## config.mk

```make
export PLATFORM = sky130hd
export DESIGN_NAME = lpwm_monitor
export DESIGN_NICKNAME = d
export VERILOG_FILES = /design/src/logic/lpwm_pkg.sv /design/src/logic/lpwm_monitor.sv
export VERILOG_INCLUDE_DIRS = /design/src /design/src/logic
export SDC_FILE = /design/constraint.sdc
export NUM_CORES = 1
export LEC_CHECK = 0
export BUFFER_PORTS_ARGS = -buffer_cell sky130_fd_sc_hd__buf_2
export CELL_PAD_IN_SITES_DETAIL_PLACEMENT = 1
export CELL_PAD_IN_SITES_GLOBAL_PLACEMENT = 1
export CORE_MARGIN = 2
export CORE_UTILIZATION = 51
export CTS_CLUSTER_SIZE = 20
export DETAILED_ROUTE_END_ITERATION = 6
export PLACE_DENSITY = 0.95
export RECOVER_POWER = 25
export SLEW_MARGIN = 10
export SYNTH_ARGS = -nofsm -noshare
export SYNTH_HDL_FRONTEND = slang
export SYNTH_SLANG_ARGS = --single-unit
```

## constraint.sdc

```tcl
create_clock -name sys_clk_i -period 14.3 [get_ports sys_clk_i]
set_input_delay 0.715 -clock sys_clk_i [delete_from_list [all_inputs] [get_ports sys_clk_i]]
set_output_delay 0.715 -clock sys_clk_i [all_outputs]
set_load 0.03 [all_outputs]
```

## src/logic/lpwm_consts.svh

```systemverilog
// Register offsets, field positions, reset values and timing counts of the wake-up monitor.
// Assumes inclusion by bare name from the design module and the testbench.
`ifndef LPWM_CONSTS_SVH
`define LPWM_CONSTS_SVH

// ---------------------------------------------------------------------------
// Register byte addresses
// ---------------------------------------------------------------------------
`define LPWM_OFS_CTRL       12'h000
`define LPWM_OFS_STATUS     12'h004
`define LPWM_OFS_CURR_THR   12'h008
`define LPWM_OFS_FILT_PER   12'h00c
`define LPWM_OFS_TRIG_PER   12'h010
`define LPWM_OFS_CHG_THR    12'h014
`define LPWM_OFS_CHG_ACC    12'h018
`define LPWM_OFS_FILT_CNT   12'h01c

// ---------------------------------------------------------------------------
// Control fields
// ---------------------------------------------------------------------------
`define LPWM_CTRL_MODE_LO   0
`define LPWM_CTRL_CRANK_EN  2
`define LPWM_CTRL_THR_WEN   3
`define LPWM_CTRL_CHG_WEN   4
`define LPWM_CTRL_CAL_WEN   5
`define LPWM_CTRL_TEMP_EN   6
`define LPWM_CTRL_ACC_CLR   7
`define LPWM_CTRL_PTB_EN    8

// ---------------------------------------------------------------------------
// Status fields, write one to clear for the four flags
// ---------------------------------------------------------------------------
`define LPWM_ST_UV_WAKE     0
`define LPWM_ST_THR_WAKE    1
`define LPWM_ST_CHG_WAKE    2
`define LPWM_ST_CAL_WAKE    3
`define LPWM_ST_LOW_IRQ     4

// ---------------------------------------------------------------------------
// Reset values
// ---------------------------------------------------------------------------
`define LPWM_RST_CURR_THR   8'h00
`define LPWM_RST_FILT_PER   8'h01
`define LPWM_RST_TRIG_PER   16'h0064
`define LPWM_RST_CHG_THR    31'h7fffffff

// ---------------------------------------------------------------------------
// Timing: slow tick period and its count at the 20 MHz system clock
// ---------------------------------------------------------------------------
`define LPWM_CLK_HZ         20000000
`define LPWM_SLOW_HZ        1000
`define LPWM_SLOW_DIV       (`LPWM_CLK_HZ / `LPWM_SLOW_HZ)

`endif

```

## src/logic/lpwm_pkg.sv

```systemverilog
// Types shared by the wake-up monitor.
// Assumes the constants header sits in the include path.
package lpwm_pkg;
  typedef enum logic [1:0] {
    LPWM_OPM_NORMAL,
    LPWM_OPM_STOP,
    LPWM_OPM_SLEEP,
    LPWM_OPM_RSVD
  } lpwm_opm_type;

  typedef enum logic [2:0] {
    LPWM_ST_NORMAL,
    LPWM_ST_STOP,
    LPWM_ST_SLEEP,
    LPWM_ST_CRANK,
    LPWM_ST_INTER
  } lpwm_state_type;
endpackage

```

## src/logic/lpwm_monitor.sv

```systemverilog
// Wake-up and low-voltage supervision of the battery sensor analog side, with APB registers.
// Assumes synchronous comparator inputs, and an acquisition front end that answers a
// measurement request with a one-cycle done pulse carrying the current and temperature.
//
// Behaviour
// - Raise supply-low interrupt when supply drops below the normal threshold.
// - With cranking enabled, use the cranking threshold for undervoltage detection.
// - Main 5 V regulator off in Sleep, reduced sub-block only in Stop and cranking.
// - Die-link regulator enabled only in Normal mode.
// - Analog supply always on in Normal, in low power only while measuring.
// - Enter cranking on command out of Normal or threshold hit in Stop.
// - Stop commanded below cranking threshold with cranking enabled enters cranking directly.
// - Cranking gates the oscillator, halting any acquisition in progress.
// - Leaving cranking sets the undervoltage wake flag.
// - After cranking exit sit in Intermediate, ignore cranking-enable clears until a Normal, Stop or Sleep write leaves it.
// - Internal wake signal can be routed to a port B pin.
// - Slow-clock counter triggers cyclic current measurements, optional temperature.
// - Cyclic measurement alone never wakes; only enabled wake conditions do.
// - Absolute 24-bit current compared with threshold shifted left by one.
// - Filter counter increments at or above threshold, decrements below.
// - Filter counter reaching period with enable wakes and sets threshold flag.
// - Filter counter cleared on every low-power entry.
// - Signed current added to 32-bit two's complement charge accumulator.
// - Accumulator magnitude at or above 31-bit threshold with enable wakes.
// - Writing one to the clear bit zeroes the accumulator.
// - Accumulation stops after wake until the next Stop or Sleep; accumulator readable anytime in Normal.
// - Out-of-calibration temperature with enable wakes and sets calibration flag.
`timescale 1ns/1ps
`default_nettype none
`include "lpwm_consts.svh"

module lpwm_monitor
  import lpwm_pkg::*;
#(
  parameter int unsigned SLOW_DIV = `LPWM_SLOW_DIV
) (
  // Clock and reset
  input  wire logic        sys_clk_i,
  input  wire logic        sys_rst_i,
  // APB slave
  input  wire logic        psel_i,
  input  wire logic        penable_i,
  input  wire logic        pwrite_i,
  input  wire logic [11:0] paddr_i,
  input  wire logic [31:0] pwdata_i,
  output logic      [31:0] prdata_o,
  output logic             pready_o,
  output logic             pslverr_o,
  // Supply comparators
  input  wire logic        below_normal_thr_i,
  input  wire logic        below_crank_thr_i,
  // Acquisition front end
  input  wire logic        meas_done_i,
  input  wire logic [23:0] signed_current_result_i,
  input  wire logic        temp_out_of_cal_i,
  output logic             meas_req_o,
  output logic             temp_req_o,
  // Regulators and oscillator
  output logic             main_5v_regulator_o,
  output logic             main_5v_reduced_o,
  output logic             die_link_regulator_o,
  output logic             analog_supply_o,
  output logic             osc_gate_o,
  // Wake and interrupt
  output logic             supply_low_irq_o,
  output logic             wake_signal_output_o,
  output logic             port_b_pin_o
);

  // ---------------------------------------------------------------------------
  // Functions
  // ---------------------------------------------------------------------------
  function automatic logic [31:0] abs32(input logic [31:0] v);
    abs32 = v[31] ? 32'(-v) : v;
  endfunction

  // ---------------------------------------------------------------------------
  // Register state
  // ---------------------------------------------------------------------------
  lpwm_state_type state;
  lpwm_state_type next_state;
  logic [1:0]     operating_mode_bits;
  logic           cranking_enable;
  logic           threshold_wake_enable;
  logic           charge_wake_enable;
  logic           calibration_wake_enable;
  logic           temp_enable;
  logic           ptb_route_en;
  logic [7:0]     current_threshold_value;
  logic [7:0]     threshold_filter_period;
  logic [15:0]    cyclic_trigger_period;
  logic [30:0]    charge_threshold;
  logic [31:0]    charge_accumulator;
  logic [7:0]     filt_cnt;
  logic [15:0]    trig_cnt;
  logic [31:0]    slow_div_cnt;
  logic           measuring;
  logic           undervoltage_wake_flag;
  logic           threshold_wake_flag;
  logic           charge_wake_flag;
  logic           calibration_wake_flag;

  // ---------------------------------------------------------------------------
  // Bus decode
  // ---------------------------------------------------------------------------
  wire        acc_phase  = psel_i & penable_i & pready_o;
  wire        wr         = acc_phase & pwrite_i;
  wire        wr_ctrl    = wr & (paddr_i == `LPWM_OFS_CTRL);
  wire        wr_status  = wr & (paddr_i == `LPWM_OFS_STATUS);
  wire        wr_cthr    = wr & (paddr_i == `LPWM_OFS_CURR_THR);
  wire        wr_fper    = wr & (paddr_i == `LPWM_OFS_FILT_PER);
  wire        wr_tper    = wr & (paddr_i == `LPWM_OFS_TRIG_PER);
  wire        wr_chthr   = wr & (paddr_i == `LPWM_OFS_CHG_THR);
  wire        mapped     = (paddr_i[1:0] == 2'h0) && (paddr_i <= `LPWM_OFS_FILT_CNT);
  wire [1:0]  wr_opm     = pwdata_i[`LPWM_CTRL_MODE_LO +: 2];
  wire        low_power  = (state == LPWM_ST_STOP) || (state == LPWM_ST_SLEEP);

  // ---------------------------------------------------------------------------
  // Supply monitor and mode machine
  // ---------------------------------------------------------------------------
  wire uv_now   = cranking_enable ? below_crank_thr_i : below_normal_thr_i;
  wire stop_cmd = wr_ctrl && (wr_opm == LPWM_OPM_STOP);
  wire slp_cmd  = wr_ctrl && (wr_opm == LPWM_OPM_SLEEP);
  wire nrm_cmd  = wr_ctrl && (wr_opm == LPWM_OPM_NORMAL);

  // Current threshold path: shifted 8-bit threshold against 24-bit magnitude.
  wire [23:0] cur_abs    = 24'(abs32({{8{signed_current_result_i[23]}},
                                      signed_current_result_i}));
  wire        cur_hit    = cur_abs >= {15'h0000, current_threshold_value, 1'b0};
  wire [31:0] acc_sum    = charge_accumulator +
                           {{8{signed_current_result_i[23]}}, signed_current_result_i};
  wire        cyc_done   = low_power & measuring & meas_done_i;
  wire [7:0]  filt_next  = cur_hit ? ((filt_cnt == 8'hff) ? filt_cnt : 8'(filt_cnt + 8'h01))
                         : ((filt_cnt == 8'h00) ? filt_cnt : 8'(filt_cnt - 8'h01));
  wire        thr_event  = cyc_done && (filt_next >= threshold_filter_period);
  wire        chg_event  = cyc_done && (abs32(acc_sum) >= {1'b0, charge_threshold});
  wire        cal_event  = cyc_done && temp_req_o && temp_out_of_cal_i;
  // Only enabled conditions wake; a bare cyclic result does not.
  wire        wake       = (thr_event & threshold_wake_enable) |
                           (chg_event & charge_wake_enable) |
                           (cal_event & calibration_wake_enable);
  wire        crank_exit = (state == LPWM_ST_CRANK) && !below_crank_thr_i;

  always_comb begin
    next_state = state;
    case (state)
      LPWM_ST_NORMAL, LPWM_ST_INTER: begin
        if (stop_cmd && cranking_enable && below_crank_thr_i) begin
          next_state = LPWM_ST_CRANK;
        end else if (stop_cmd) begin
          next_state = LPWM_ST_STOP;
        end else if (slp_cmd) begin
          next_state = LPWM_ST_SLEEP;
        end else if (nrm_cmd) begin
          next_state = LPWM_ST_NORMAL;
        end
      end
      LPWM_ST_STOP: begin
        if (cranking_enable && below_crank_thr_i) begin
          next_state = LPWM_ST_CRANK;
        end else if (wake) begin
          next_state = LPWM_ST_INTER;
        end
      end
      LPWM_ST_SLEEP: begin
        if (wake) begin
          next_state = LPWM_ST_INTER;
        end
      end
      LPWM_ST_CRANK: begin
        if (crank_exit) begin
          next_state = LPWM_ST_INTER;
        end
      end
      default: next_state = LPWM_ST_NORMAL;
    endcase
  end
  // Only Stop and Sleep entries restart the threshold filter.
  wire lp_entry = !low_power && ((next_state == LPWM_ST_STOP) || (next_state == LPWM_ST_SLEEP));
  always_ff @(posedge sys_clk_i or posedge sys_rst_i) begin
    if (sys_rst_i) begin
      state <= LPWM_ST_NORMAL;
    end else begin
      state <= next_state;
    end
  end

  // ---------------------------------------------------------------------------
  // Control registers
  // ---------------------------------------------------------------------------
  // A Normal, Stop or Sleep mode write leaves Intermediate, so the cranking enable is only locked there.
  wire crank_locked = (state == LPWM_ST_INTER);

  always_ff @(posedge sys_clk_i or posedge sys_rst_i) begin
    if (sys_rst_i) begin
      operating_mode_bits                     <= 2'h0;
      cranking_enable         <= 1'b0;
      threshold_wake_enable   <= 1'b0;
      charge_wake_enable      <= 1'b0;
      calibration_wake_enable <= 1'b0;
      temp_enable             <= 1'b0;
      ptb_route_en            <= 1'b0;
      current_threshold_value <= `LPWM_RST_CURR_THR;
      threshold_filter_period <= `LPWM_RST_FILT_PER;
      cyclic_trigger_period   <= `LPWM_RST_TRIG_PER;
      charge_threshold        <= `LPWM_RST_CHG_THR;
    end else begin
      if (wr_ctrl) begin
        operating_mode_bits                     <= wr_opm;
        cranking_enable         <= pwdata_i[`LPWM_CTRL_CRANK_EN] |
                                   (crank_locked & cranking_enable);
        threshold_wake_enable   <= pwdata_i[`LPWM_CTRL_THR_WEN];
        charge_wake_enable      <= pwdata_i[`LPWM_CTRL_CHG_WEN];
        calibration_wake_enable <= pwdata_i[`LPWM_CTRL_CAL_WEN];
        temp_enable             <= pwdata_i[`LPWM_CTRL_TEMP_EN];
        ptb_route_en            <= pwdata_i[`LPWM_CTRL_PTB_EN];
      end
      if (wr_cthr) current_threshold_value <= pwdata_i[7:0];
      if (wr_fper) threshold_filter_period <= pwdata_i[7:0];
      if (wr_tper) cyclic_trigger_period <= pwdata_i[15:0];
      if (wr_chthr) charge_threshold <= pwdata_i[30:0];
    end
  end

  // ---------------------------------------------------------------------------
  // Cyclic trigger on the calibrated slow tick
  // ---------------------------------------------------------------------------
  // The oscillator gate clears the tick counters and drops any measurement under way.
  wire slow_tick = (slow_div_cnt == 32'(SLOW_DIV - 1));
  wire trig_fire = low_power && slow_tick && (trig_cnt >= cyclic_trigger_period) && !measuring;

  always_ff @(posedge sys_clk_i or posedge sys_rst_i) begin
    if (sys_rst_i) begin
      slow_div_cnt <= 32'h0;
      trig_cnt     <= 16'h0000;
      measuring    <= 1'b0;
      meas_req_o   <= 1'b0;
      temp_req_o   <= 1'b0;
    end else begin
      meas_req_o <= trig_fire;
      if (!low_power) begin
        slow_div_cnt <= 32'h0;
        trig_cnt     <= 16'h0000;
        measuring    <= 1'b0;
      end else begin
        slow_div_cnt <= slow_tick ? 32'h0 : slow_div_cnt + 32'h1;
        if (trig_fire) begin
          trig_cnt   <= 16'h0000;
          measuring  <= 1'b1;
          temp_req_o <= temp_enable;
        end else begin
          if (slow_tick) trig_cnt <= 16'(trig_cnt + 16'h0001);
          if (meas_done_i) measuring <= 1'b0;
        end
      end
    end
  end

  // ---------------------------------------------------------------------------
  // Threshold filter and charge accumulator
  // ---------------------------------------------------------------------------
  wire acc_clr = wr_ctrl && pwdata_i[`LPWM_CTRL_ACC_CLR];

  always_ff @(posedge sys_clk_i or posedge sys_rst_i) begin
    if (sys_rst_i) begin
      filt_cnt           <= 8'h00;
      charge_accumulator <= 32'h0;
    end else begin
      if (lp_entry) filt_cnt <= 8'h00;
      else if (cyc_done) filt_cnt <= filt_next;
      // Accumulation runs only on cyclic results in Stop or Sleep, so a wake stops it; an explicit clear zeroes it.
      if (acc_clr) charge_accumulator <= 32'h0;
      else if (cyc_done) charge_accumulator <= acc_sum;
    end
  end

  // ---------------------------------------------------------------------------
  // Flags: a hardware set wins over a same-cycle write-one clear
  // ---------------------------------------------------------------------------
  wire clr_uv  = wr_status & pwdata_i[`LPWM_ST_UV_WAKE];
  wire clr_thr = wr_status & pwdata_i[`LPWM_ST_THR_WAKE];
  wire clr_chg = wr_status & pwdata_i[`LPWM_ST_CHG_WAKE];
  wire clr_cal = wr_status & pwdata_i[`LPWM_ST_CAL_WAKE];

  always_ff @(posedge sys_clk_i or posedge sys_rst_i) begin
    if (sys_rst_i) begin
      undervoltage_wake_flag <= 1'b0;
      threshold_wake_flag    <= 1'b0;
      charge_wake_flag       <= 1'b0;
      calibration_wake_flag  <= 1'b0;
    end else begin
      undervoltage_wake_flag <= crank_exit | (undervoltage_wake_flag & ~clr_uv);
      threshold_wake_flag    <= (thr_event & threshold_wake_enable) |
                                (threshold_wake_flag & ~clr_thr);
      charge_wake_flag       <= (chg_event & charge_wake_enable) |
                                (charge_wake_flag & ~clr_chg);
      calibration_wake_flag  <= (cal_event & calibration_wake_enable) |
                                (calibration_wake_flag & ~clr_cal);
    end
  end

  // ---------------------------------------------------------------------------
  // Registered outputs
  // ---------------------------------------------------------------------------
  wire [31:0] rd_mux =
    (paddr_i == `LPWM_OFS_CTRL)     ? {23'h0, ptb_route_en, 1'b0, temp_enable,
                                       calibration_wake_enable, charge_wake_enable,
                                       threshold_wake_enable, cranking_enable, operating_mode_bits} :
    (paddr_i == `LPWM_OFS_STATUS)   ? {26'h0, 1'(state), supply_low_irq_o,
                                       calibration_wake_flag, charge_wake_flag,
                                       threshold_wake_flag, undervoltage_wake_flag} :
    (paddr_i == `LPWM_OFS_CURR_THR) ? {24'h0, current_threshold_value} :
    (paddr_i == `LPWM_OFS_FILT_PER) ? {24'h0, threshold_filter_period} :
    (paddr_i == `LPWM_OFS_TRIG_PER) ? {16'h0, cyclic_trigger_period} :
    (paddr_i == `LPWM_OFS_CHG_THR)  ? {1'b0, charge_threshold} :
    (paddr_i == `LPWM_OFS_CHG_ACC)  ? charge_accumulator :
    (paddr_i == `LPWM_OFS_FILT_CNT) ? {24'h0, filt_cnt} : 32'h0;

  always_ff @(posedge sys_clk_i or posedge sys_rst_i) begin
    if (sys_rst_i) begin
      prdata_o             <= 32'h0;
      pready_o             <= 1'b0;
      pslverr_o            <= 1'b0;
      supply_low_irq_o     <= 1'b0;
      main_5v_regulator_o  <= 1'b1;
      main_5v_reduced_o    <= 1'b0;
      die_link_regulator_o <= 1'b1;
      analog_supply_o      <= 1'b1;
      osc_gate_o           <= 1'b0;
      wake_signal_output_o <= 1'b0;
      port_b_pin_o         <= 1'b0;
    end else begin
      // One wait state: pready rises in the second access cycle.
      pready_o             <= psel_i & penable_i & ~pready_o;
      pslverr_o            <= psel_i & penable_i & ~pready_o & ~mapped;
      prdata_o             <= (psel_i & ~pwrite_i & mapped) ? rd_mux : 32'h0;
      supply_low_irq_o     <= uv_now;
      main_5v_regulator_o  <= (next_state == LPWM_ST_NORMAL) ||
                              (next_state == LPWM_ST_INTER);
      main_5v_reduced_o    <= (next_state == LPWM_ST_STOP) ||
                              (next_state == LPWM_ST_CRANK);
      die_link_regulator_o <= (next_state == LPWM_ST_NORMAL);
      analog_supply_o      <= (next_state == LPWM_ST_NORMAL) || (low_power && measuring);
      osc_gate_o           <= (next_state == LPWM_ST_CRANK);
      wake_signal_output_o <= wake | crank_exit;
      port_b_pin_o         <= ptb_route_en & (wake | crank_exit);
    end
  end
endmodule
`default_nettype wire

```

==> results.ini, run 1 <==
[layout]
syn_to_final_growth_pct=12.1
nNetsFinal=1892
drive_above_1_share_pct=18.0
nFillCells=3240
seqCellArea_mm2=0.00533
antenna_cells=0
final_common_cell=dfrtp_1
fin_util_pct=58.5
multi_input_comb_area_mm2=0.00866
layout_common_cells=dfrtp_1, nand2_1, nor2_1

[synth]
yosysTopAreaCellShare_pct=29.7
synth_seq_cells=211
yosys_warnings=0
synth_enable_flop_cells=0
async_reset_ff_share_pct=100
yosysUniqueCellTypes=80
syn_area_per_cell_um2=8.96
synth_flop_cell=dfrtp_1
synth_cells=1626
synth-seq-area-share_pct=36.6
yosys.area.top_type=dfrtp_1
syn_nets=1805
syn-cell-area_mm2=0.0146
netlist_top_cells_area=dfrtp_1, ha_1, dfstp_2

[global_route]
grt_max_degree=133
grt_usage_pct=38.8
first_global_vias=15800
grt_pass1_wl_mm=91.8
antenna_found_initial=0
globalRoute.totalOverflow=0

[drt]
dr.first_iter.drc_count=1540
vias=14500
ant_nets=0
drc=0
vias_per_cell=6.88
routedWlPerCell_um=27.7
firstDrtPassIters=6
wl_mm=58.4

[floorplan]
die_y_um=173
start_util_pct=52.1
coreArea_mm2=0.0279
rows=61
io_pins=121
die_x_um=173
die_area_mm2=0.0299

[worst_setup_path]
startpoint=charge_accumulator[0]
cp-end-kind=flop
critical_path_class=flop to flop
worstSetupStartpointType=flop
required_ns=14.67
r2r_start=charge_accumulator[0]
crit_arrival_ns=8.31
worstPathMaxFanout=8
regToRegSetupSlack_ns=6.36
worstRegToRegCells=23
timing.rr.end=filt_cnt[4]
endpoint=filt_cnt[4]

[timing]
clock-skew-final_ns=0.0316
fmax_ghz=0.126
rsz0062_at_grt=false
finalMaxSlewViolations=133
worst_pin_slew_ns=5.96
tns_ns=0
fin_crit_sh_pct=55.5
finalCriticalPeriod_ns=7.94
hold_viol=0
setup_violations=0
relSlewSlack_pct=-300

[clock_network]
clock_latency_ns=0.56
cts_resized=0
clkSlewWorstSetupHoldPaths_ns=0.07
cts_root_buffer=clkbuf_16
hold_buffers=0
cts_htree_levels=1
cts.sinks=211
clk_path_buf_depth=3
cts-buffers-inserted=25
cts_tree=yes
post-cts-setup-buffer-count=0

[placement]
dpl.hpwl_mm=37.9
gp_congestion=0.947
io_buffers=119

[status]
violations=max-capacitance violations, max-slew violations
status=complete, but fails checks

[pwr]
power_leakage_nw=7.12
ir_drop_mv=0.0718
finalPower_mw=1.43
p_per_area_mw_per_mm2=87.4

[min_path]
hold_path_class=input port to flop

[job]
cap_violations=1

-- through the flow --
| step | std cells | setup slack (ns) | hold slack [ns] | cell area [um2] |
|---|---|---|---|---|
| 2_1_floorplan | 1626 | 7.69 | 0.442 | 14600 |
| 3_3_place_gp | 2064 | 6.37 | 0.462 | 15500 |
| 6_report | 2110 | 6.36 | 0.390 | 16300 |
| 3_5_place_dp | 2064 | 6.22 | 0.489 | 15500 |
| 4_1_cts | 2110 | 6.77 | 0.376 | 16300 |
| 5_1_grt | 2110 | 6.21 | 0.406 | 16300 |
-- per-layer routing --
metal  part of all wire, %  global-route usage [%]  wire length [um]
met5                     0                       0                 0
met4                   8.5                    27.8              4970
met3                   8.1                    7.32              4740
met2                    47                    64.6             27300
met1                    37                    44.9             21400
-- where the power goes --
part	total [mW]	switching (mW)	internal (mW)
registers	0.599	0.000548	0.598
clock network	0.695	0.291	0.404
logic	0.135	0.0890	0.0457
-- logic make-up after synthesis --
group / count (synthesis) / synth area share, %
AOI/OAI and AO/OA: 429 / 19.6
xor gates and xnor gates: 91 / 5.47
adders and majority gates: 102 / 8.81
buffers and inverters: 156 / 4.16
DFF: 211 / 36.6
muxes: 80 / 6.22
and+or+nand+nor: 557 / 19.1
-- cell usage after synthesis (28+ instances only) --
master / count
xnor2_1: 45
nand4_1: 30
o21ai_0: 83
dfstp_2: 38
dfrtp_1: 173
mux2_2: 70
nor3_1: 39
inv_1: 84
nand2_1: 147
xor2_1: 46
a21oi_1: 118
nand3_1: 44
ha_1: 101
clkbuf_1: 60
nor2_1: 139
nand2b_1: 28
-- layout make-up --
type	instances	area share [%]
Inverter	84	1.94
Tap cell	378	2.90
Clock inverter	13	0.973
Timing Repair Buffer	132	4.24
Multi-Input combinational cell	1259	53.0
Sequential cell	211	32.6
Clock buffer	33	4.32
-- worst min-delay path by stage --
stage | cells after the start | end | from | slack [ns]
CTS | 2 | measuring | meas_done_i | 0.38
detailed placement | 2 | operating_mode_bits[0] | operating_mode_bits[0] | 0.49
global placement | 2 | operating_mode_bits[0] | operating_mode_bits[0] | 0.46
floorplan | 2 | operating_mode_bits[1] | operating_mode_bits[1] | 0.44
finish | 2 | measuring | meas_done_i | 0.39
global route | 2 | measuring | meas_done_i | 0.41
-- registers in the layout, summed over array words and instances, names as in the netlist, 8 cells and up --
signal / count
slow_div_cnt: 32
charge_accumulator: 32
filt_cnt: 8
threshold_filter_period: 8
cyclic_trigger_period: 16
current_threshold_value: 8
trig_cnt: 16
charge_threshold: 31
prdata_o: 32
-- worst max-delay path, cell delays in order (launching register included) --
cell	delay, ns
dfrtp_1	0.41
ha_1	0.23
fa_1	0.27
a21oi_1	0.09
nand4b_1	0.28
a211oi_1	0.96
o31ai_1	0.19
a222oi_1	0.54
nand4_1	0.27
nor3_1	0.58
a21oi_1	0.17
xor2_1	0.18
ha_1	0.32
and4_1	0.19
nand4_1	0.17
nor2_1	0.11
a2111oi_0	0.48
nand3_1	0.16
o21ai_0	0.70
nand2b_1	0.38
o211ai_1	0.28
nor4bb_1	0.38
buf_4	0.30
a311oi_1	0.08
Power figures use the tool's default switching activity.
==> run 2: changes to the inputs <==
--- a/config.mk
+++ b/config.mk
@@ -6,14 +6,15 @@
 export SDC_FILE = /design/constraint.sdc
 export NUM_CORES = 1
 export LEC_CHECK = 0
+export ABC_AREA = 1
 export BUFFER_PORTS_ARGS = -buffer_cell sky130_fd_sc_hd__buf_2
 export CELL_PAD_IN_SITES_DETAIL_PLACEMENT = 1
 export CELL_PAD_IN_SITES_GLOBAL_PLACEMENT = 1
 export CORE_MARGIN = 2
-export CORE_UTILIZATION = 51
+export CORE_UTILIZATION = 41
 export CTS_CLUSTER_SIZE = 20
 export DETAILED_ROUTE_END_ITERATION = 6
-export PLACE_DENSITY = 0.95
+export PLACE_DENSITY = 0.86
 export RECOVER_POWER = 25
 export SLEW_MARGIN = 10
 export SYNTH_ARGS = -nofsm -noshare
==> constraint.sdc (replaced) <==
create_clock -name sys_clk_i -period 7.2 [get_ports sys_clk_i]
set_input_delay 0.36 -clock sys_clk_i [delete_from_list [all_inputs] [get_ports sys_clk_i]]
set_output_delay 0.36 -clock sys_clk_i [all_outputs]
set_load 0.03 [all_outputs]
==> run 2 against run 1 <==
Compared with the run above:
- the flow still finishes with violations (max-capacitance violations, max-slew violations)
- clock skew grew 0.0061 ns
- synthesized cell count grew 32%
- global-route usage shrank 11 points
- die area grew 30%
- worst hold slack lost 0.37 ns
- area after synthesis grew 5.5%
- critical path type unchanged
- critical endpoint unchanged
- largest power group unchanged
==> results.ini, run 2 <==
[clock_network]
cts_resized=0  ; unchanged
clock_latency_ns=0.56  ; about the same
cts.sinks=211  ; unchanged
clk_path_buf_depth=3  ; unchanged
cts_root_buffer=clkbuf_16
cts_htree_levels=1  ; unchanged
cts-buffers-inserted=24  ; -4.0%
clkSlewWorstSetupHoldPaths_ns=0.06  ; about the same
cts_tree=yes

[pwr]
power_leakage_nw=8.65  ; +22%
p_per_area_mw_per_mm2=191  ; +120%
ir_drop_mv=0.164  ; +130%

[placement]
gp_congestion=0.952  ; +0.58%
dpl.cell_count=2704  ; +31%
dpl.hpwl_mm=41.8  ; +10%
io_buffers=119  ; unchanged

[floorplan]
io_pins=121  ; unchanged
die_x_um=198  ; +14%
die_y_um=198  ; +14%
rows=70  ; +15%
die_area_mm2=0.0390  ; +30%
start_util_pct=41.8  ; -10 points
coreArea_mm2=0.0368  ; +32%

[timing]
tns_ns=0  ; unchanged
hold_viol=0  ; unchanged
finalMaxSlewViolations=135  ; +1.5%
fmax_ghz=0.174  ; +38%
relSlewSlack_pct=-240  ; +60 points
worst_pin_slew_ns=5.10  ; -0.861 ns
clock-skew-final_ns=0.0377  ; +0.00613 ns
rsz0062_at_grt=false
finalCriticalPeriod_ns=5.75  ; -2.19 ns
setup_violations=0  ; unchanged
fin_crit_sh_pct=79.8  ; +24 points

[synth]
synth_seq_cells=211  ; unchanged
synth_enable_flop_cells=0  ; unchanged
yosysTopAreaCellShare_pct=28.2  ; -1.5 points
yosys_warnings=0  ; unchanged
yosysUniqueCellTypes=62  ; -23%
async_reset_ff_share_pct=100  ; unchanged
syn-cell-area_mm2=0.0154  ; +5.5%
yosys-top-cells-count=nand2_1, inv_1, dfrtp_1, nor2_1, o21ai_0
syn_area_per_cell_um2=7.16  ; -20%
synth.most_common_cell=nand2_1
syn_nets=2325  ; +29%
synth_cells=2146  ; +32%
yosys.area.top_type=dfrtp_1
synth_flop_cell=dfrtp_1
synth-seq-area-share_pct=34.7  ; -1.9 points
netlist_top_cells_area=dfrtp_1, nand2_1, inv_1

[drt]
routedWlPerCell_um=19.2  ; -31%
dr.first_iter.drc_count=758  ; -51%
vias=15100  ; +3.8%
firstDrtPassIters=5  ; -1
wl_mm=52.7  ; -9.7%
ant_nets=0  ; unchanged
vias_per_cell=5.48  ; -20%
drc=0  ; unchanged

[layout]
largestRegisters=charge_accumulator (32), prdata_o (32), slow_div_cnt (32)
layout_common_cells=nand2_1, inv_1, dfrtp_1
nNetsFinal=2442  ; +29%
syn_to_final_growth_pct=12.6
final_common_cell=nand2_1
drive_above_1_share_pct=12.7  ; -5.3 points
nFillCells=4753  ; +47%
final_cell_count_no_fill=2751  ; +30%

[worst_setup_path]
critical_path_class=flop to flop
r2r_start=charge_accumulator[7]
cp-end-kind=flop
worstPathMaxFanout=19  ; +11
timing.rr.end=filt_cnt[4]
cp_slowest_cell=clkinv_1
crit_path_frequent_cell=nand2_1
worstRegToRegCells=39  ; +70%
regToRegSetupSlack_ns=1.45  ; -4.91 ns
cp_slowest_stage_delay_ns=0.53  ; -0.43 ns
crit_family=simple AND/OR/NAND/NOR gates
crit_buf_inv=4  ; +3
worstSetupStartpointType=flop
required_ns=7.61  ; -7.06 ns
crit_arrival_ns=6.15  ; -2.16 ns
path_depth=39  ; +70%

[min_path]
hold_start=below_normal_thr_i
min_path_cells=3  ; +1
hold_path_class=input port to flop
hold_end=supply_low_irq_o

[global_route]
grt_pass1_wl_mm=83.9  ; -8.6%
globalRoute.totalOverflow=0  ; unchanged
first_global_vias=15900  ; +0.91%
grt_usage_pct=27.3  ; -11 points
antenna_found_initial=4  ; +4
grt_max_degree=135  ; +1.5%

[job]
cap_violations=1  ; unchanged

[status]
status=complete, but fails checks
violations=max-capacitance violations, max-slew violations

[run 2: changes by cell type after synthesis, moves of 19 or more]
cell / previous run / this run
inv_1: 84 / 411
a21o_1: 19 / 0
xnor2_1: 45 / 11
a22o_1: 27 / 1
nand3_1: 44 / 99
a21oi_1: 118 / 80
clkbuf_1: 60 / 31
nand2_1: 147 / 503
and3_1: 23 / 3
mux2_2: 70 / 15
nor2_1: 139 / 165
o22ai_1: 4 / 45
nand2b_1: 28 / 0
o21ai_0: 83 / 138
[run 2: cell type report]
| cell class | instances | area, um2 | share of cell area [%] |
|---|---|---|---|
| multi-input cells | 1479 | 8300 | 48.0 |
| flip-flops and latches | 211 | 5330 | 30.8 |
| inverters | 419 | 1570 | 9.09 |
| clock buffers | 33 | 674 | 3.90 |
| repair buffers | 128 | 666 | 3.85 |
| well taps | 468 | 586 | 3.38 |
| clock inverters | 11 | 175 | 1.01 |
| diodes | 2 | 5.00 | 0.0289 |
[run 2: routing by layer]
metal  GRT usage [%]  routed length [um]  vias to the layer above
met5               0                  22                        -
met4            10.5                2260                        4
met3            3.45                2140                      124
met2            48.9               25800                      350
met1            33.3               22400                     7404
li1                -                   -                     7182
[run 2: how the worst max path moves through the flow]
stage	start	end	slack, ns
CTS	charge_accumulator[9]	filt_cnt[4]	1.48
global placement	signed_current_result_i[23]	filt_cnt[6]	1.59
detailed placement	signed_current_result_i[23]	filt_cnt[4]	1.41
floorplan	sys_rst_i	calibration_wake_enable	1.14
global route	charge_accumulator[9]	filt_cnt[4]	0.93
finish	charge_accumulator[7]	filt_cnt[4]	1.45
[run 2: what timing repair did]
item / in CTS / in global routing
hold endpoints to repair: 1 / 0
buffers inserted: 0 / 0
setup endpoints to repair: 0 / 0
hold buffers: 1 / 0
[run 2: cell families (layout without fill, tap and decap cells)]
kind of cell | after synthesis | count (layout) | synth area share, %
xor+xnor | 72 | 72 | 4.20
buf+inv | 456 | 591 | 11.3
flops | 211 | 211 | 34.7
other cells | 0 | 2 | 0
mux | 16 | 16 | 1.16
compound gates | 333 | 333 | 12.6
fa+ha+maj | 102 | 102 | 8.36
simple gates | 956 | 956 | 27.7
[run 2: metrics by stage]
step | power (mW) | cell area, um2 | util (%) | hold WS [ns] | setup slack [ns]
floorplan | 1.75 | 15400 | - | 0.425 | 1.14
global placement | 1.94 | 16400 | 44.7 | 0.443 | 1.59
detailed placement | 1.98 | 16400 | 44.7 | 0.459 | 1.41
CTS | 3.31 | 17300 | 47.0 | 0.00583 | 1.48
global route | 3.47 | 17300 | 47.0 | 0.0159 | 0.934
finish | 3.30 | 17300 | 47.0 | 0.0156 | 1.45
[run 2: where the power goes]
part | switching [mW] | total (mW) | internal, mW
logic | 0.494 | 0.749 | 0.255
registers | 0.0191 | 1.22 | 1.20
clock network | 0.532 | 1.33 | 0.801
[run 2: worst register-to-register path, delay by kind of cell (launching register included)]
kind,cells,cell delay [ns]
AOI/OAI and AO/OA,3,0.83
adders and majority gates,2,0.72
buffers and inverters,4,0.88
DFF,1,0.46
and+or+nand+nor,30,2.71
==> run 3: changes to the inputs <==
--- a/config.mk
+++ b/config.mk
@@ -11,10 +11,10 @@
 export CELL_PAD_IN_SITES_DETAIL_PLACEMENT = 1
 export CELL_PAD_IN_SITES_GLOBAL_PLACEMENT = 1
 export CORE_MARGIN = 2
-export CORE_UTILIZATION = 41
+export CORE_UTILIZATION = 45
 export CTS_CLUSTER_SIZE = 20
 export DETAILED_ROUTE_END_ITERATION = 6
-export PLACE_DENSITY = 0.86
+export PLACE_DENSITY = 0.9
 export RECOVER_POWER = 25
 export SLEW_MARGIN = 10
 export SYNTH_ARGS = -nofsm -noshare
==> constraint.sdc (replaced) <==
create_clock -name sys_clk_i -period 5.65 [get_ports sys_clk_i]
set_input_delay 0.2825 -clock sys_clk_i [delete_from_list [all_inputs] [get_ports sys_clk_i]]
set_output_delay 0.2825 -clock sys_clk_i [all_outputs]
set_load 0.03 [all_outputs]
==> run 3 against run 2 <==
Compared with the run above:
- the flow still finishes with violations (max-capacitance violations, max-slew violations)
- core utilization grew 4.8 points
- via count increased by 2.6%
- sequential share of layout area shrank 0.22 points
- largest cell class unchanged
- largest power group unchanged
==> results.ini, run 3 (synthesis results as in run 2) <==
[worst_setup_path]
r2r_start=charge_accumulator[23]
critical_path_class=flop to flop
regToRegSetupSlack_ns=0.42  ; -1.03 ns
cp_slowest_stage_delay_ns=0.40  ; -0.13 ns
crit_path_frequent_cell=nand2_1
worstRegToRegCells=39  ; unchanged
required_ns=6.07  ; -1.54 ns
crit_family=simple AND/OR/NAND/NOR gates
crit_arrival_ns=5.65  ; -0.50 ns
cp-end-kind=flop
worstPathMaxFanout=14  ; -5
worstSetupStartpointType=flop
cp_slowest_cell=dfrtp_1
timing.rr.end=filt_cnt[0]
crit_buf_inv=4  ; unchanged

[global_route]
antenna_found_initial=1  ; -3
globalRoute.totalOverflow=0  ; unchanged
grt_usage_pct=30.3  ; +3.0 points
first_global_vias=16300  ; +2.3%
grt_pass1_wl_mm=86.0  ; +2.5%
grt_max_degree=158  ; +17%

[drt]
routedWlPerCell_um=19.6  ; +2.5%
dr.first_iter.drc_count=851  ; +12%
firstDrtPassIters=5  ; unchanged
vias_per_cell=5.62  ; +2.7%
drc=0  ; unchanged
wl_mm=53.9  ; +2.4%
vias=15500  ; +2.6%
ant_nets=0  ; unchanged

[timing]
finalCriticalPeriod_ns=5.23  ; -0.519 ns
fmax_ghz=0.191  ; +9.9%
relSlewSlack_pct=-109  ; +130 points
setup_violations=0  ; unchanged
worst_pin_slew_ns=3.14  ; -1.96 ns
hold_viol=0  ; unchanged
fin_crit_sh_pct=92.5  ; +13 points
clock-skew-final_ns=0.0256  ; -0.0122 ns
tns_ns=0  ; unchanged
finalMaxSlewViolations=55  ; -59%

[placement]
gp_congestion=0.977  ; +2.6%
dpl.cell_count=2686  ; -0.67%
io_buffers=119  ; unchanged
dpl.hpwl_mm=41.4  ; -1.1%
dpl_cell_area_mm2=0.0164  ; about the same

[layout]
layout_common_cells=nand2_1, inv_1, dfrtp_1
final_cell_count_no_fill=2749  ; -0.073%
stdcell_area_mm2=0.0174  ; +0.71%
final_common_cell=nand2_1
drive_above_1_share_pct=11.0  ; -1.7 points
nNetsFinal=2463  ; +0.86%
syn_to_final_growth_pct=13.4
antenna_cells=0  ; -2
largestRegisters=charge_accumulator (32), prdata_o (32), slow_div_cnt (32)

[floorplan]
coreArea_mm2=0.0336  ; -8.6%
die_x_um=189  ; -4.5%
die_y_um=189  ; -4.5%
start_util_pct=45.7  ; +3.9 points
rows=67  ; -4.3%
die_area_mm2=0.0356  ; -8.7%
io_pins=121  ; unchanged

[clock_network]
cts_tree=yes
clkSlewWorstSetupHoldPaths_ns=0.07  ; about the same
clock_latency_ns=0.55  ; about the same
cts-buffers-inserted=24  ; unchanged
cts_root_buffer=clkbuf_16
clk_path_buf_depth=3  ; unchanged
cts.sinks=211  ; unchanged
cts_htree_levels=1  ; unchanged

[pwr]
p_per_area_mw_per_mm2=240  ; +26%
ir_drop_mv=0.225  ; +37%
power_leakage_nw=8.54  ; -1.3%

[min_path]
min_path_cells=2  ; -1
hold_start=pwdata_i[23]
hold_path_class=input port to flop
hold_end=charge_threshold[23]

[job]
cap_violations=1  ; unchanged

[status]
violations=max-capacitance violations, max-slew violations
status=complete, but fails checks

## run 3: power by group
part | leakage [nW] | switching, mW | internal (mW)
Combinational | 5.44 | 0.644 | 0.339
Sequential | 2.71 | 0.0248 | 1.53
Clock | 0.397 | 0.678 | 0.971
Total | 8.54 | 1.35 | 2.84
## run 3: worst max-delay path by stage
stage | cells after the start | to | from
after CTS | 33 | filt_cnt[3] | charge_accumulator[0]
after detailed placement | 27 | filt_cnt[4] | signed_current_result_i[23]
after global placement | 27 | filt_cnt[3] | signed_current_result_i[23]
after floorplan | 32 | filt_cnt[0] | charge_accumulator[0]
final | 39 | filt_cnt[0] | charge_accumulator[23]
after global routing | 34 | filt_cnt[0] | charge_accumulator[0]
## run 3: timing repair
| item | 4_1_cts | 5_1_grt |
|---|---|---|
| endpoints found under the hold margin | 22 | 0 |
| setup endpoints to repair | 0 | 9 |
| resized for setup | 0 | 7 |
| setup buffers | 0 | 4 |
| hold buffers | 16 | 0 |
## run 3: routing by layer
metal  track usage, %  up-vias  routed length [um]  part of all wire [%]
met2             55.0      472               26800                    50
met4             12.2        0                2540                   4.7
met5                0        -                   0                     0
met1             36.7     7605               21900                    41
met3             3.13      149                2730                   5.1
li1                 -     7226                   -                     -
## run 3: stage by stage
stage               util [%]  power, mW  hold WS, ns  setup WS [ns]
floorplan                  -       2.23        0.382           1.41
global placement        48.9       2.47        0.437          0.481
detailed placement      48.9       2.52        0.447          0.225
CTS                     51.8       4.19      0.00250          0.293
global route            51.8       4.38     0.000940        -0.0717
finish                  51.8       4.19     0.000976          0.423
## run 3: layout make-up
| cell class | instances | area (um2) |
|---|---|---|
| multi-input combinational | 1479 | 8310 |
| clock inverter | 12 | 154 |
| clock buffer | 31 | 667 |
| fill | 4364 | 16200 |
| sequential | 211 | 5330 |
| timing repair buffer | 149 | 825 |
| tap | 448 | 561 |
| inverter | 419 | 1580 |
